<file path="src/t1gc_defines.vh">
// Register map, field positions, reset values and timing constants
`ifndef T1GC_DEFINES_VH
`define T1GC_DEFINES_VH

// ****************************************
// Register indices (byte address = 4 x index)
// ****************************************
`define T1GC_IDX_CHIP_IDENTITY    12'h001
`define T1GC_IDX_SOFT_RESET       12'h004
`define T1GC_IDX_GP_PIN_CONTROL   12'h006
`define T1GC_IDX_TIMER_IRQ_EN     12'h00a
`define T1GC_IDX_TIMER_IRQ_FLAG   12'h00b
`define T1GC_IDX_COUNTER_SELECT   12'h00e
`define T1GC_IDX_COUNTER_DATA     12'h00f
`define T1GC_IDX_SYS_MUX_CONFIG   12'h010
`define T1GC_IDX_LINE_STANDARD    12'h020
`define T1GC_IDX_DEJITTER_CONFIG  12'h021
`define T1GC_IDX_TX_PATH_CFG_A    12'h022
`define T1GC_IDX_TX_PATH_CFG_B    12'h023
`define T1GC_IDX_JITTER_STATUS    12'h038

// ****************************************
// Field positions
// ****************************************
`define T1GC_GP_LEVEL_BIT         2
`define T1GC_GP_DIR_BIT           0
`define T1GC_RX_MUX_BIT           3
`define T1GC_TX_MUX_BIT           0
`define T1GC_DJ_PEAK_BIT          5
`define T1GC_DJ_WIDEN_BIT         4
`define T1GC_DJ_ENABLE_BIT        3
`define T1GC_DJ_DEPTH_HI          2
`define T1GC_DJ_DEPTH_LO          1
`define T1GC_DJ_BW_BIT            0
`define T1GC_TX_OFF_BIT           4
`define T1GC_TX_CODE_BIT          0
`define T1GC_TX_FAULT_MON_BIT     5
`define T1GC_TX_HZ_BIT            4
`define T1GC_TX_SHAPE_HI          3
`define T1GC_LS_SELECT_BIT        0

// ****************************************
// Write masks and reset values
// ****************************************
`define T1GC_MASK_GP_PIN          8'h05
`define T1GC_MASK_BIT0            8'h01
`define T1GC_MASK_SELECT          8'h0f
`define T1GC_MASK_SYS_MUX         8'h09
`define T1GC_MASK_DEJITTER        8'h3f
`define T1GC_MASK_TX_CFG_A        8'h11
`define T1GC_MASK_TX_CFG_B        8'h3f
`define T1GC_RST_GP_PIN           8'h01
`define T1GC_RST_TX_CFG_B         8'h10
`define T1GC_RST_ZERO             8'h00
`define T1GC_PART_CODE            4'ha
`define T1GC_REV_CODE             4'h3
`define T1GC_LAST_COUNTER_SEL     4'hb

// ****************************************
// Timing and depth codes
// ****************************************
`define T1GC_SECOND_NS            1000000000
`define T1GC_CLK_PERIOD_NS        10
`define T1GC_DEPTH_128            2'b00
`define T1GC_DEPTH_64             2'b01
`define T1GC_MARGIN_128           7'h04
`define T1GC_MARGIN_64            7'h03
`define T1GC_MARGIN_32            7'h02
`define T1GC_SIZE_128             7'h7f
`define T1GC_SIZE_64              7'h40
`define T1GC_SIZE_32              7'h20

`endif

</file>
<file path="src/t1gc_counter_window.v">
// Counter byte window: selected counter byte held in a register
`timescale 1ns/100ps
`include "t1gc_defines.vh"

module t1gc_counter_window (
  // Clock and reset
  input  wire        pclk,
  input  wire        presetn,
  input  wire        soft_clear,
  // Counter bytes, packed 12 x 8 bits, code 0 in low byte
  input  wire [95:0] counter_bytes,
  // Selection and result
  input  wire [3:0]  select,
  output reg  [7:0]  counter_read_byte
);

  // ****************************************
  // Registered read of selected byte
  // ****************************************
  always @(posedge pclk or negedge presetn) begin
    if (!presetn) begin
      counter_read_byte <= `T1GC_RST_ZERO;
    end else if (soft_clear) begin
      counter_read_byte <= `T1GC_RST_ZERO;
    end else if (select <= `T1GC_LAST_COUNTER_SEL) begin
      counter_read_byte <= counter_bytes[select*8 +: 8];
    end else begin
      counter_read_byte <= `T1GC_RST_ZERO;
    end
  end

endmodule

</file>
<file path="src/t1gc_regs.v">
// T1/J1 global control and status register bank with APB slave
//
// What this block does
// - Fixed read-only identity byte: part, revision
// - Any write to reset register resets
// - Soft reset restores defaults except line standard
// - Output pin: level bit read/write, drives pin
// - Input pin: level bit reads sampled pin
// - Direction bit: 0 output, 1 input; resets 1
// - One-second timer sets flag; write 1 clears
// - Interrupt low while flag and enable set
// - Four-bit select picks counter byte 0-0b
// - Counter data register reads selected byte
// - Independent rx and tx muxed mode bits
// - Status tracks pointer distance when not peak
// - Peak mode keeps the larger distance
// - Widen bit drops attenuation near FIFO limits
// - Enable bit turns attenuator on
// - Depth code: 128, 64, 32 bits
// - Bandwidth bit: 5 Hz or 1.26 Hz
// - Power-off bit kills tx path, driver Hi-Z
// - Line code bit: B8ZS at 0, AMI at 1
// - Tristate bit floats driver only; resets 1
// - Interrupt and attenuator enable act only in T1/J1 mode
//
// Design decision made here: the APB slave port.
`timescale 1ns/100ps
`include "t1gc_defines.vh"

module t1gc_regs #(
  parameter        SECOND_CYCLES = `T1GC_SECOND_NS / `T1GC_CLK_PERIOD_NS,
  parameter [3:0]  PART_CODE     = `T1GC_PART_CODE, // Arbitrary value
  parameter [3:0]  REV_CODE      = `T1GC_REV_CODE   // Arbitrary value
) (
  // APB
  input  wire        pclk,
  input  wire        presetn,
  input  wire        psel,
  input  wire        penable,
  input  wire        pwrite,
  input  wire [13:0] paddr,
  input  wire [31:0] pwdata,
  input  wire [3:0]  pstrb,
  output reg  [31:0] prdata,
  output reg         pready,
  output reg         pslverr,
  // General-purpose pin
  input  wire        gp_pin_in,
  output reg         gp_pin_out,
  output reg         gp_pin_oe,
  // Interrupt
  output reg         int_n,
  // Transmit elastic FIFO pointer distance
  input  wire [6:0]  tx_fifo_distance,
  // Counter bytes, 12 x 8 bits
  input  wire [95:0] counter_bytes,
  // Control outputs
  output reg         soft_reset_pulse,
  output reg         t1_mode_active,
  output reg         rx_system_side_muxed,
  output reg         tx_system_side_muxed,
  output reg         tx_dejitter_enable,
  output reg         tx_dejitter_bandwidth,
  output reg  [1:0]  tx_dejitter_depth,
  output reg         tx_dejitter_bypass,
  output reg         tx_path_power_off,
  output reg         tx_line_code_select,
  output reg         tx_driver_hiz,
  output reg         driver_fault_monitor_en,
  output reg  [3:0]  tx_pulse_shape
);

  // ****************************************
  // Declarations
  // ****************************************
  localparam [2:0] ST_IDLE   = 3'b001;
  localparam [2:0] ST_ACCESS = 3'b010;
  localparam [2:0] ST_DONE   = 3'b100;

  reg  [2:0]  state_reg;
  reg  [2:0]  state_next;
  reg  [7:0]  gp_ctl_reg;
  reg         irq_en_reg;
  reg         expired_reg;
  reg  [3:0]  select_reg;
  reg  [7:0]  sys_mux_reg;
  reg  [7:0]  dejitter_reg;
  reg  [7:0]  tx_a_reg;
  reg  [7:0]  tx_b_reg;
  reg  [7:0]  line_std_reg;
  reg  [6:0]  jitter_status_reg;
  reg  [31:0] sec_count_reg;
  reg         soft_reset_reg;
  reg         gp_meta_reg;
  reg         gp_sync_reg;
  reg  [7:0]  read_byte;
  reg  [6:0]  margin;
  reg  [6:0]  fifo_size;

  wire [11:0] reg_index = paddr[13:2];
  wire        wr_fire   = psel & penable & pwrite & (state_reg == ST_ACCESS);
  wire        rd_fire   = psel & penable & ~pwrite & (state_reg == ST_ACCESS);
  wire        lane0     = pstrb[0];
  wire [7:0]  wbyte     = pwdata[7:0];
  wire        sec_tick  = (sec_count_reg == SECOND_CYCLES - 1);
  wire        mapped;
  wire [7:0]  counter_read_byte;
  wire        t1_mode   = line_std_reg[`T1GC_LS_SELECT_BIT];

  // ****************************************
  // APB handshake: one wait state
  // ****************************************
  always @* begin
    state_next = state_reg;
    case (state_reg)
      ST_IDLE: begin
        if (psel && !penable) begin
          state_next = ST_ACCESS;
        end
      end
      ST_ACCESS: begin
        state_next = ST_DONE;
      end
      ST_DONE: begin
        state_next = ST_IDLE;
      end
      default: begin
        state_next = ST_IDLE;
      end
    endcase
  end

  always @(posedge pclk or negedge presetn) begin
    if (!presetn) begin
      state_reg <= ST_IDLE;
    end else begin
      state_reg <= state_next;
    end
  end

  assign mapped = (reg_index == `T1GC_IDX_CHIP_IDENTITY)   ||
                  (reg_index == `T1GC_IDX_SOFT_RESET)      ||
                  (reg_index == `T1GC_IDX_GP_PIN_CONTROL)  ||
                  (reg_index == `T1GC_IDX_TIMER_IRQ_EN)    ||
                  (reg_index == `T1GC_IDX_TIMER_IRQ_FLAG)  ||
                  (reg_index == `T1GC_IDX_COUNTER_SELECT)  ||
                  (reg_index == `T1GC_IDX_COUNTER_DATA)    ||
                  (reg_index == `T1GC_IDX_SYS_MUX_CONFIG)  ||
                  (reg_index == `T1GC_IDX_LINE_STANDARD)   ||
                  (reg_index == `T1GC_IDX_DEJITTER_CONFIG) ||
                  (reg_index == `T1GC_IDX_TX_PATH_CFG_A)   ||
                  (reg_index == `T1GC_IDX_TX_PATH_CFG_B)   ||
                  (reg_index == `T1GC_IDX_JITTER_STATUS);

  // ****************************************
  // Read mux
  // ****************************************
  always @* begin
    read_byte = `T1GC_RST_ZERO;
    case (reg_index)
      `T1GC_IDX_CHIP_IDENTITY:   read_byte = {PART_CODE, REV_CODE};
      `T1GC_IDX_GP_PIN_CONTROL: begin
        read_byte = gp_ctl_reg & `T1GC_MASK_GP_PIN;
        if (gp_ctl_reg[`T1GC_GP_DIR_BIT]) begin
          read_byte[`T1GC_GP_LEVEL_BIT] = gp_sync_reg;
        end
      end
      `T1GC_IDX_TIMER_IRQ_EN:    read_byte = {7'h00, irq_en_reg};
      `T1GC_IDX_TIMER_IRQ_FLAG:  read_byte = {7'h00, expired_reg};
      `T1GC_IDX_COUNTER_SELECT:  read_byte = {4'h0, select_reg};
      `T1GC_IDX_COUNTER_DATA:    read_byte = counter_read_byte;
      `T1GC_IDX_SYS_MUX_CONFIG:  read_byte = sys_mux_reg;
      `T1GC_IDX_LINE_STANDARD:   read_byte = line_std_reg;
      `T1GC_IDX_DEJITTER_CONFIG: read_byte = dejitter_reg;
      `T1GC_IDX_TX_PATH_CFG_A:   read_byte = tx_a_reg;
      `T1GC_IDX_TX_PATH_CFG_B:   read_byte = tx_b_reg;
      `T1GC_IDX_JITTER_STATUS:   read_byte = {1'b0, jitter_status_reg};
      default:                   read_byte = `T1GC_RST_ZERO;
    endcase
  end

  always @(posedge pclk or negedge presetn) begin
    if (!presetn) begin
      pready  <= 1'b0;
      pslverr <= 1'b0;
      prdata  <= 32'h0000_0000;
    end else begin
      pready  <= (state_reg == ST_ACCESS) & psel & penable;
      pslverr <= (state_reg == ST_ACCESS) & psel & penable & ~mapped;
      if (rd_fire) begin
        prdata <= {24'h00_0000, read_byte};
      end
    end
  end

  // ****************************************
  // Pin synchroniser
  // ****************************************
  always @(posedge pclk or negedge presetn) begin
    if (!presetn) begin
      gp_meta_reg <= 1'b0;
      gp_sync_reg <= 1'b0;
    end else begin
      gp_meta_reg <= gp_pin_in;
      gp_sync_reg <= gp_meta_reg;
    end
  end

  // ****************************************
  // Soft reset and line standard
  // ****************************************
  always @(posedge pclk or negedge presetn) begin
    if (!presetn) begin
      soft_reset_reg <= 1'b0;
      line_std_reg   <= `T1GC_RST_ZERO;
    end else begin
      soft_reset_reg <= wr_fire & (reg_index == `T1GC_IDX_SOFT_RESET);
      // Line standard survives soft reset
      if (wr_fire && lane0 && reg_index == `T1GC_IDX_LINE_STANDARD) begin
        line_std_reg <= wbyte & `T1GC_MASK_SELECT;
      end
    end
  end

  // ****************************************
  // Control registers
  // ****************************************
  always @(posedge pclk or negedge presetn) begin
    if (!presetn) begin
      gp_ctl_reg   <= `T1GC_RST_GP_PIN;
      irq_en_reg   <= 1'b0;
      select_reg   <= 4'h0;
      sys_mux_reg  <= `T1GC_RST_ZERO;
      dejitter_reg <= `T1GC_RST_ZERO;
      tx_a_reg     <= `T1GC_RST_ZERO;
      tx_b_reg     <= `T1GC_RST_TX_CFG_B;
    end else if (soft_reset_reg) begin
      gp_ctl_reg   <= `T1GC_RST_GP_PIN;
      irq_en_reg   <= 1'b0;
      select_reg   <= 4'h0;
      sys_mux_reg  <= `T1GC_RST_ZERO;
      dejitter_reg <= `T1GC_RST_ZERO;
      tx_a_reg     <= `T1GC_RST_ZERO;
      tx_b_reg     <= `T1GC_RST_TX_CFG_B;
    end else if (wr_fire && lane0) begin
      case (reg_index)
        `T1GC_IDX_GP_PIN_CONTROL:  gp_ctl_reg   <= wbyte & `T1GC_MASK_GP_PIN;
        `T1GC_IDX_TIMER_IRQ_EN:    irq_en_reg   <= wbyte[0];
        `T1GC_IDX_COUNTER_SELECT:  select_reg   <= wbyte[3:0];
        `T1GC_IDX_SYS_MUX_CONFIG:  sys_mux_reg  <= wbyte & `T1GC_MASK_SYS_MUX;
        `T1GC_IDX_DEJITTER_CONFIG: dejitter_reg <= wbyte & `T1GC_MASK_DEJITTER;
        `T1GC_IDX_TX_PATH_CFG_A:   tx_a_reg     <= wbyte & `T1GC_MASK_TX_CFG_A;
        `T1GC_IDX_TX_PATH_CFG_B:   tx_b_reg     <= wbyte & `T1GC_MASK_TX_CFG_B;
        default:                   gp_ctl_reg   <= gp_ctl_reg;
      endcase
    end
  end

  // ****************************************
  // One-second timer and expired flag
  // ****************************************
  always @(posedge pclk or negedge presetn) begin
    if (!presetn) begin
      sec_count_reg <= 32'h0000_0000;
      expired_reg   <= 1'b0;
    end else if (soft_reset_reg) begin
      sec_count_reg <= 32'h0000_0000;
      expired_reg   <= 1'b0;
    end else begin
      sec_count_reg <= sec_tick ? 32'h0000_0000 : sec_count_reg + 32'h0000_0001;
      if (sec_tick) begin
        expired_reg <= 1'b1;
      end else if (wr_fire && lane0 && reg_index == `T1GC_IDX_TIMER_IRQ_FLAG
                   && wbyte[0]) begin
        expired_reg <= 1'b0;
      end
    end
  end

  // ****************************************
  // Jitter status: live or peak distance
  // ****************************************
  always @(posedge pclk or negedge presetn) begin
    if (!presetn) begin
      jitter_status_reg <= 7'h00;
    end else if (soft_reset_reg) begin
      jitter_status_reg <= 7'h00;
    end else if (!dejitter_reg[`T1GC_DJ_PEAK_BIT]) begin
      jitter_status_reg <= tx_fifo_distance;
    end else if (tx_fifo_distance > jitter_status_reg) begin
      jitter_status_reg <= tx_fifo_distance;
    end
  end

  // ****************************************
  // Attenuator depth and limit window
  // ****************************************
  always @* begin
    case (dejitter_reg[`T1GC_DJ_DEPTH_HI:`T1GC_DJ_DEPTH_LO])
      `T1GC_DEPTH_128: begin
        margin    = `T1GC_MARGIN_128;
        fifo_size = `T1GC_SIZE_128;
      end
      `T1GC_DEPTH_64: begin
        margin    = `T1GC_MARGIN_64;
        fifo_size = `T1GC_SIZE_64;
      end
      default: begin
        margin    = `T1GC_MARGIN_32;
        fifo_size = `T1GC_SIZE_32;
      end
    endcase
  end

  // ****************************************
  // Registered outputs
  // ****************************************
  always @(posedge pclk or negedge presetn) begin
    if (!presetn) begin
      soft_reset_pulse        <= 1'b0;
      t1_mode_active          <= 1'b0;
      gp_pin_out              <= 1'b0;
      gp_pin_oe               <= 1'b0;
      int_n                   <= 1'b1;
      rx_system_side_muxed    <= 1'b0;
      tx_system_side_muxed    <= 1'b0;
      tx_dejitter_enable      <= 1'b0;
      tx_dejitter_bandwidth   <= 1'b0;
      tx_dejitter_depth       <= 2'b00;
      tx_dejitter_bypass      <= 1'b0;
      tx_path_power_off       <= 1'b0;
      tx_line_code_select     <= 1'b0;
      tx_driver_hiz           <= 1'b1;
      driver_fault_monitor_en <= 1'b0;
      tx_pulse_shape          <= 4'h0;
    end else begin
      soft_reset_pulse     <= soft_reset_reg;
      t1_mode_active       <= t1_mode;
      gp_pin_out           <= gp_ctl_reg[`T1GC_GP_LEVEL_BIT];
      gp_pin_oe            <= ~gp_ctl_reg[`T1GC_GP_DIR_BIT];
      int_n                <= ~(t1_mode & expired_reg & irq_en_reg);
      rx_system_side_muxed <= sys_mux_reg[`T1GC_RX_MUX_BIT];
      tx_system_side_muxed <= sys_mux_reg[`T1GC_TX_MUX_BIT];
      tx_dejitter_enable   <= t1_mode & dejitter_reg[`T1GC_DJ_ENABLE_BIT];
      tx_dejitter_bandwidth <= dejitter_reg[`T1GC_DJ_BW_BIT];
      tx_dejitter_depth    <= dejitter_reg[`T1GC_DJ_DEPTH_HI:`T1GC_DJ_DEPTH_LO];
      // Widened bandwidth: stop attenuating near either FIFO limit
      tx_dejitter_bypass   <= dejitter_reg[`T1GC_DJ_WIDEN_BIT] &
                              ((tx_fifo_distance < margin) ||
                               (tx_fifo_distance > fifo_size - margin));
      tx_path_power_off    <= tx_a_reg[`T1GC_TX_OFF_BIT];
      tx_line_code_select  <= tx_a_reg[`T1GC_TX_CODE_BIT];
      tx_driver_hiz        <= tx_b_reg[`T1GC_TX_HZ_BIT] | tx_a_reg[`T1GC_TX_OFF_BIT];
      driver_fault_monitor_en <= tx_b_reg[`T1GC_TX_FAULT_MON_BIT];
      tx_pulse_shape       <= tx_b_reg[`T1GC_TX_SHAPE_HI:0];
    end
  end

  // ****************************************
  // Counter window
  // ****************************************
  t1gc_counter_window u_window (
    .pclk              (pclk),
    .presetn           (presetn),
    .soft_clear        (soft_reset_reg),
    .counter_bytes     (counter_bytes),
    .select            (select_reg),
    .counter_read_byte (counter_read_byte)
  );

endmodule

</file>
<file path="config.mk">
export PLATFORM = sky130hd
export DESIGN_NAME = t1gc_regs
export DESIGN_NICKNAME = d
export VERILOG_FILES = /design/src/t1gc_counter_window.v /design/src/t1gc_regs.v
export VERILOG_INCLUDE_DIRS = /design/src /design/src/src
export SDC_FILE = /design/constraint.sdc
export NUM_CORES = 1
export LEC_CHECK = 0
export ABC_AREA = 1
export BUFFER_PORTS_ARGS = -buffer_cell sky130_fd_sc_hd__buf_2
export CAP_MARGIN = 20
export CORE_MARGIN = 2
export CORE_UTILIZATION = 54
export CTS_BUF_LIST = sky130_fd_sc_hd__clkbuf_4
export DETAILED_ROUTE_END_ITERATION = 8
export GPL_ROUTABILITY_DRIVEN = 0
export HOLD_SLACK_MARGIN = 0.12
export PLACE_DENSITY_LB_ADDON = 0.2
export SYNTH_ARGS = -nofsm -noshare
export SYNTH_HDL_FRONTEND = slang
export SYNTH_SLANG_ARGS = --single-unit
</file>
<file path="constraint.sdc">
create_clock -name pclk -period 2.35 [get_ports pclk]
set_clock_uncertainty 0.05 [all_clocks]
set_input_delay 0.3525 -clock pclk [delete_from_list [all_inputs] [get_ports pclk]]
set_output_delay 0.3525 -clock pclk [all_outputs]
set_load 0.05 [all_outputs]
</file>
==> out/metrics.yaml <==
cts:
  cts_sinks: 111
  numCtsBuffers: 9
  holdBufCountCts: 19
  postCtsSetupBuffers: 0
  clk_pin_slew_ps: 160
  clockBufferDepth: 2
  htree_num_levels: 3
  clockRootBuffer: "clkbuf_4"
  worstSkewPairLatency_ps: 500
  cts_resized: 0
  cts_tree: "built"
finish:
  largest_register_ffs: 32
  drive_above_1_share: 0.227
  multi_input_area_um2: 3720
  fillCellCount: 1209
  area.sequential_um2: 2780
  final_util: 0.650
  nets: 1306
  syn_to_final_growth_pct: 16.7
hold_path:
  hp-class: "in -> reg"
floorplanning:
  start_util: 0.557
  die_height_um: 119
  ioPinCount: 213
  rows: 41
  dieArea_um2: 14100
  die_w_um: 119
  coreArea_um2: 12700
synth:
  yosys-top-cells-count: "244 x nand2_1, 125 x nor2_1, 116 x nand3_1, 106 x dfrtp_1, 77 x inv_1"
  yosysMostFrequentCell: "nand2_1"
  synth-simple-area-share: 0.370
  ys.warnings.count: 0
  synthAdderAreaFrac: 0.0335
  synth_xor_area_frac: 0.0235
  synth_cells: 963
  seq_area_frac_synth: 0.393
  synth_seq_cells: 111
  synth_edf_count: 0
  synthFlopType: "dfrtp_1"
  yosys.area.top_type: "dfrtp_1"
  synth_top_cell_area_share: 0.374
  synthMuxAreaShare: 0
  synth_area_um2: 7090
  yosys.cell_types.count: 46
  avgSynthCellArea_um2: 7.36
  async_flop_share: 1.00
  synth_compound_area_frac: 0.0853
  synthTopCellsByArea: "dfrtp_1 37%, nand2_1 13%, nand3_1 8.2%, nor2_1 6.6%, inv_1 4.1%"
  synth_top_family_by_area: "simple AND/OR/NAND/NOR gates"
drt:
  num_vias: 6771
  drt-initial-drc-count: 509
  route.detailed.drc: 0
  viasPerCell: 5.18
  route.detailed.wl_per_inst_um: 13.5
  drt-pass1-iter-count: 5
  ant_nets: 0
  wl_mm: 17.7
global_routing:
  first_global_vias: 6557
  grt_max_degree: 51
  grt_pass1_wl_mm: 30.6
  grt_remaining_overflow: 0
  track_usage: 0.267
  antenna_found_initial: 1
sta:
  rsz0062_at_grt: "false"
  tightest_slew_ps: 726
  worst_slew_margin_rel: 0.514
  fmax_mhz: 476
  period_share: 0.894
  setup_tns_ps: 0
  holdWs_ps: 199
  hold_violations: 0
  drv_slew: 0
  finalSetupViolCount: 0
  period_needed_ps: 2100
critical_path:
  path_max_fanout: 18
  cp.arrival_ps: 2440
  cp.required_ps: 2690
  crit_path_end_kind: "register"
  cp-start-kind: "register"
  r2r_setup_slack_ps: 250
  crit_type: "reg -> reg"
power:
  p_total_mw: 3.54
  peakVddDrop_mv: 0.260
  leakage_nw: 4.16
  power.density_nw_per_um2: 428
placement:
  dp_hpwl_mm: 13.6
  port_buffers: 157
run_status:
  status: "finished clean"
run:
  maxCapViolations: 0
[cells by family after synthesis]
kind of cell | after synthesis
buffers and inverters | 140
AND/OR/NAND/NOR | 573
other | 1
adder cells (fa/ha/maj) | 19
flip-flops | 111
XOR/XNOR | 19
AO/OA/AOI/OAI | 100
[metal layers]
metal / vias to the layer above / share of wire / track usage / wire [um]
li1: 3419 / - / - / -
met1: 3081 / 0.44 / 0.346 / 7710
met2: 232 / 0.48 / 0.443 / 8420
met3: 39 / 0.059 / 0.0434 / 1040
met4: 0 / 0.028 / 0.113 / 503
met5: - / 0 / 0 / 0
[stage by stage]
stage | instance area (um2) | cells | setup slack, ps
finish | 8270 | 1306 | 248
global route | 8270 | 1306 | 97.5
CTS | 8270 | 1305 | 293
detailed placement | 7910 | 1270 | 326
global placement | 7910 | 1270 | 366
floorplan | 7170 | 986 | 574
[power breakdown]
part	switching [mW]	total [mW]	internal, mW
combinational	0.294	0.475	0.180
sequential	0.0333	1.98	1.95
clock	0.647	1.08	0.434
[area by class of cell]
class,instances,area share
well taps,172,0.0260
diodes,1,0.000303
inverters,85,0.0386
clock inverters,7,0.0117
clock buffers,9,0.00817
flip-flops and latches,111,0.337
multi-input cells,735,0.450
repair buffers,186,0.129
[critical path, cell delays in order (launching register included)]
cell      delay [ps]
dfrtp_1          670
clkinv_1         640
nand2_1          480
o21ai_0          140
[final timing paths]
check                                    endpoint           start  cells past startpoint
worst max-delay path               sys_mux_reg[0]  soft_reset_reg                      3
worst min-delay path               soft_reset_reg        paddr[5]                      4
worst max register to register     sys_mux_reg[0]  soft_reset_reg                      3
worst min register to register        gp_sync_reg     gp_meta_reg                      0
max in group asynchronous       sec_count_reg[14]         presetn                      3
min in group asynchronous            state_reg[1]         presetn                      2
[cells in the final DEF (no fill, tap or decap), drive strengths merged, types with 2 or more instances in the layout]
cell / Yosys / final
nand2: 254 / 254
clkbuf: 12 / 9
dfstp: 5 / 5
clkinv: 1 / 3
dlygate4sd3: 0 / 19
o211ai: 2 / 2
dfrtp: 106 / 106
nor2: 152 / 152
xnor2: 5 / 5
conb: 1 / 24
nor4: 4 / 4
buf: 43 / 167
o21ai: 53 / 53
nand4: 19 / 19
inv: 84 / 85
bufinv: 0 / 2
xor2: 14 / 14
or2: 2 / 2
o22ai: 8 / 8
clkinvlp: 0 / 2
a31oi: 11 / 11
nand3: 120 / 120
a21oi: 22 / 22
nor3: 21 / 21
ha: 19 / 19
(Power assumes the default switching activity.)
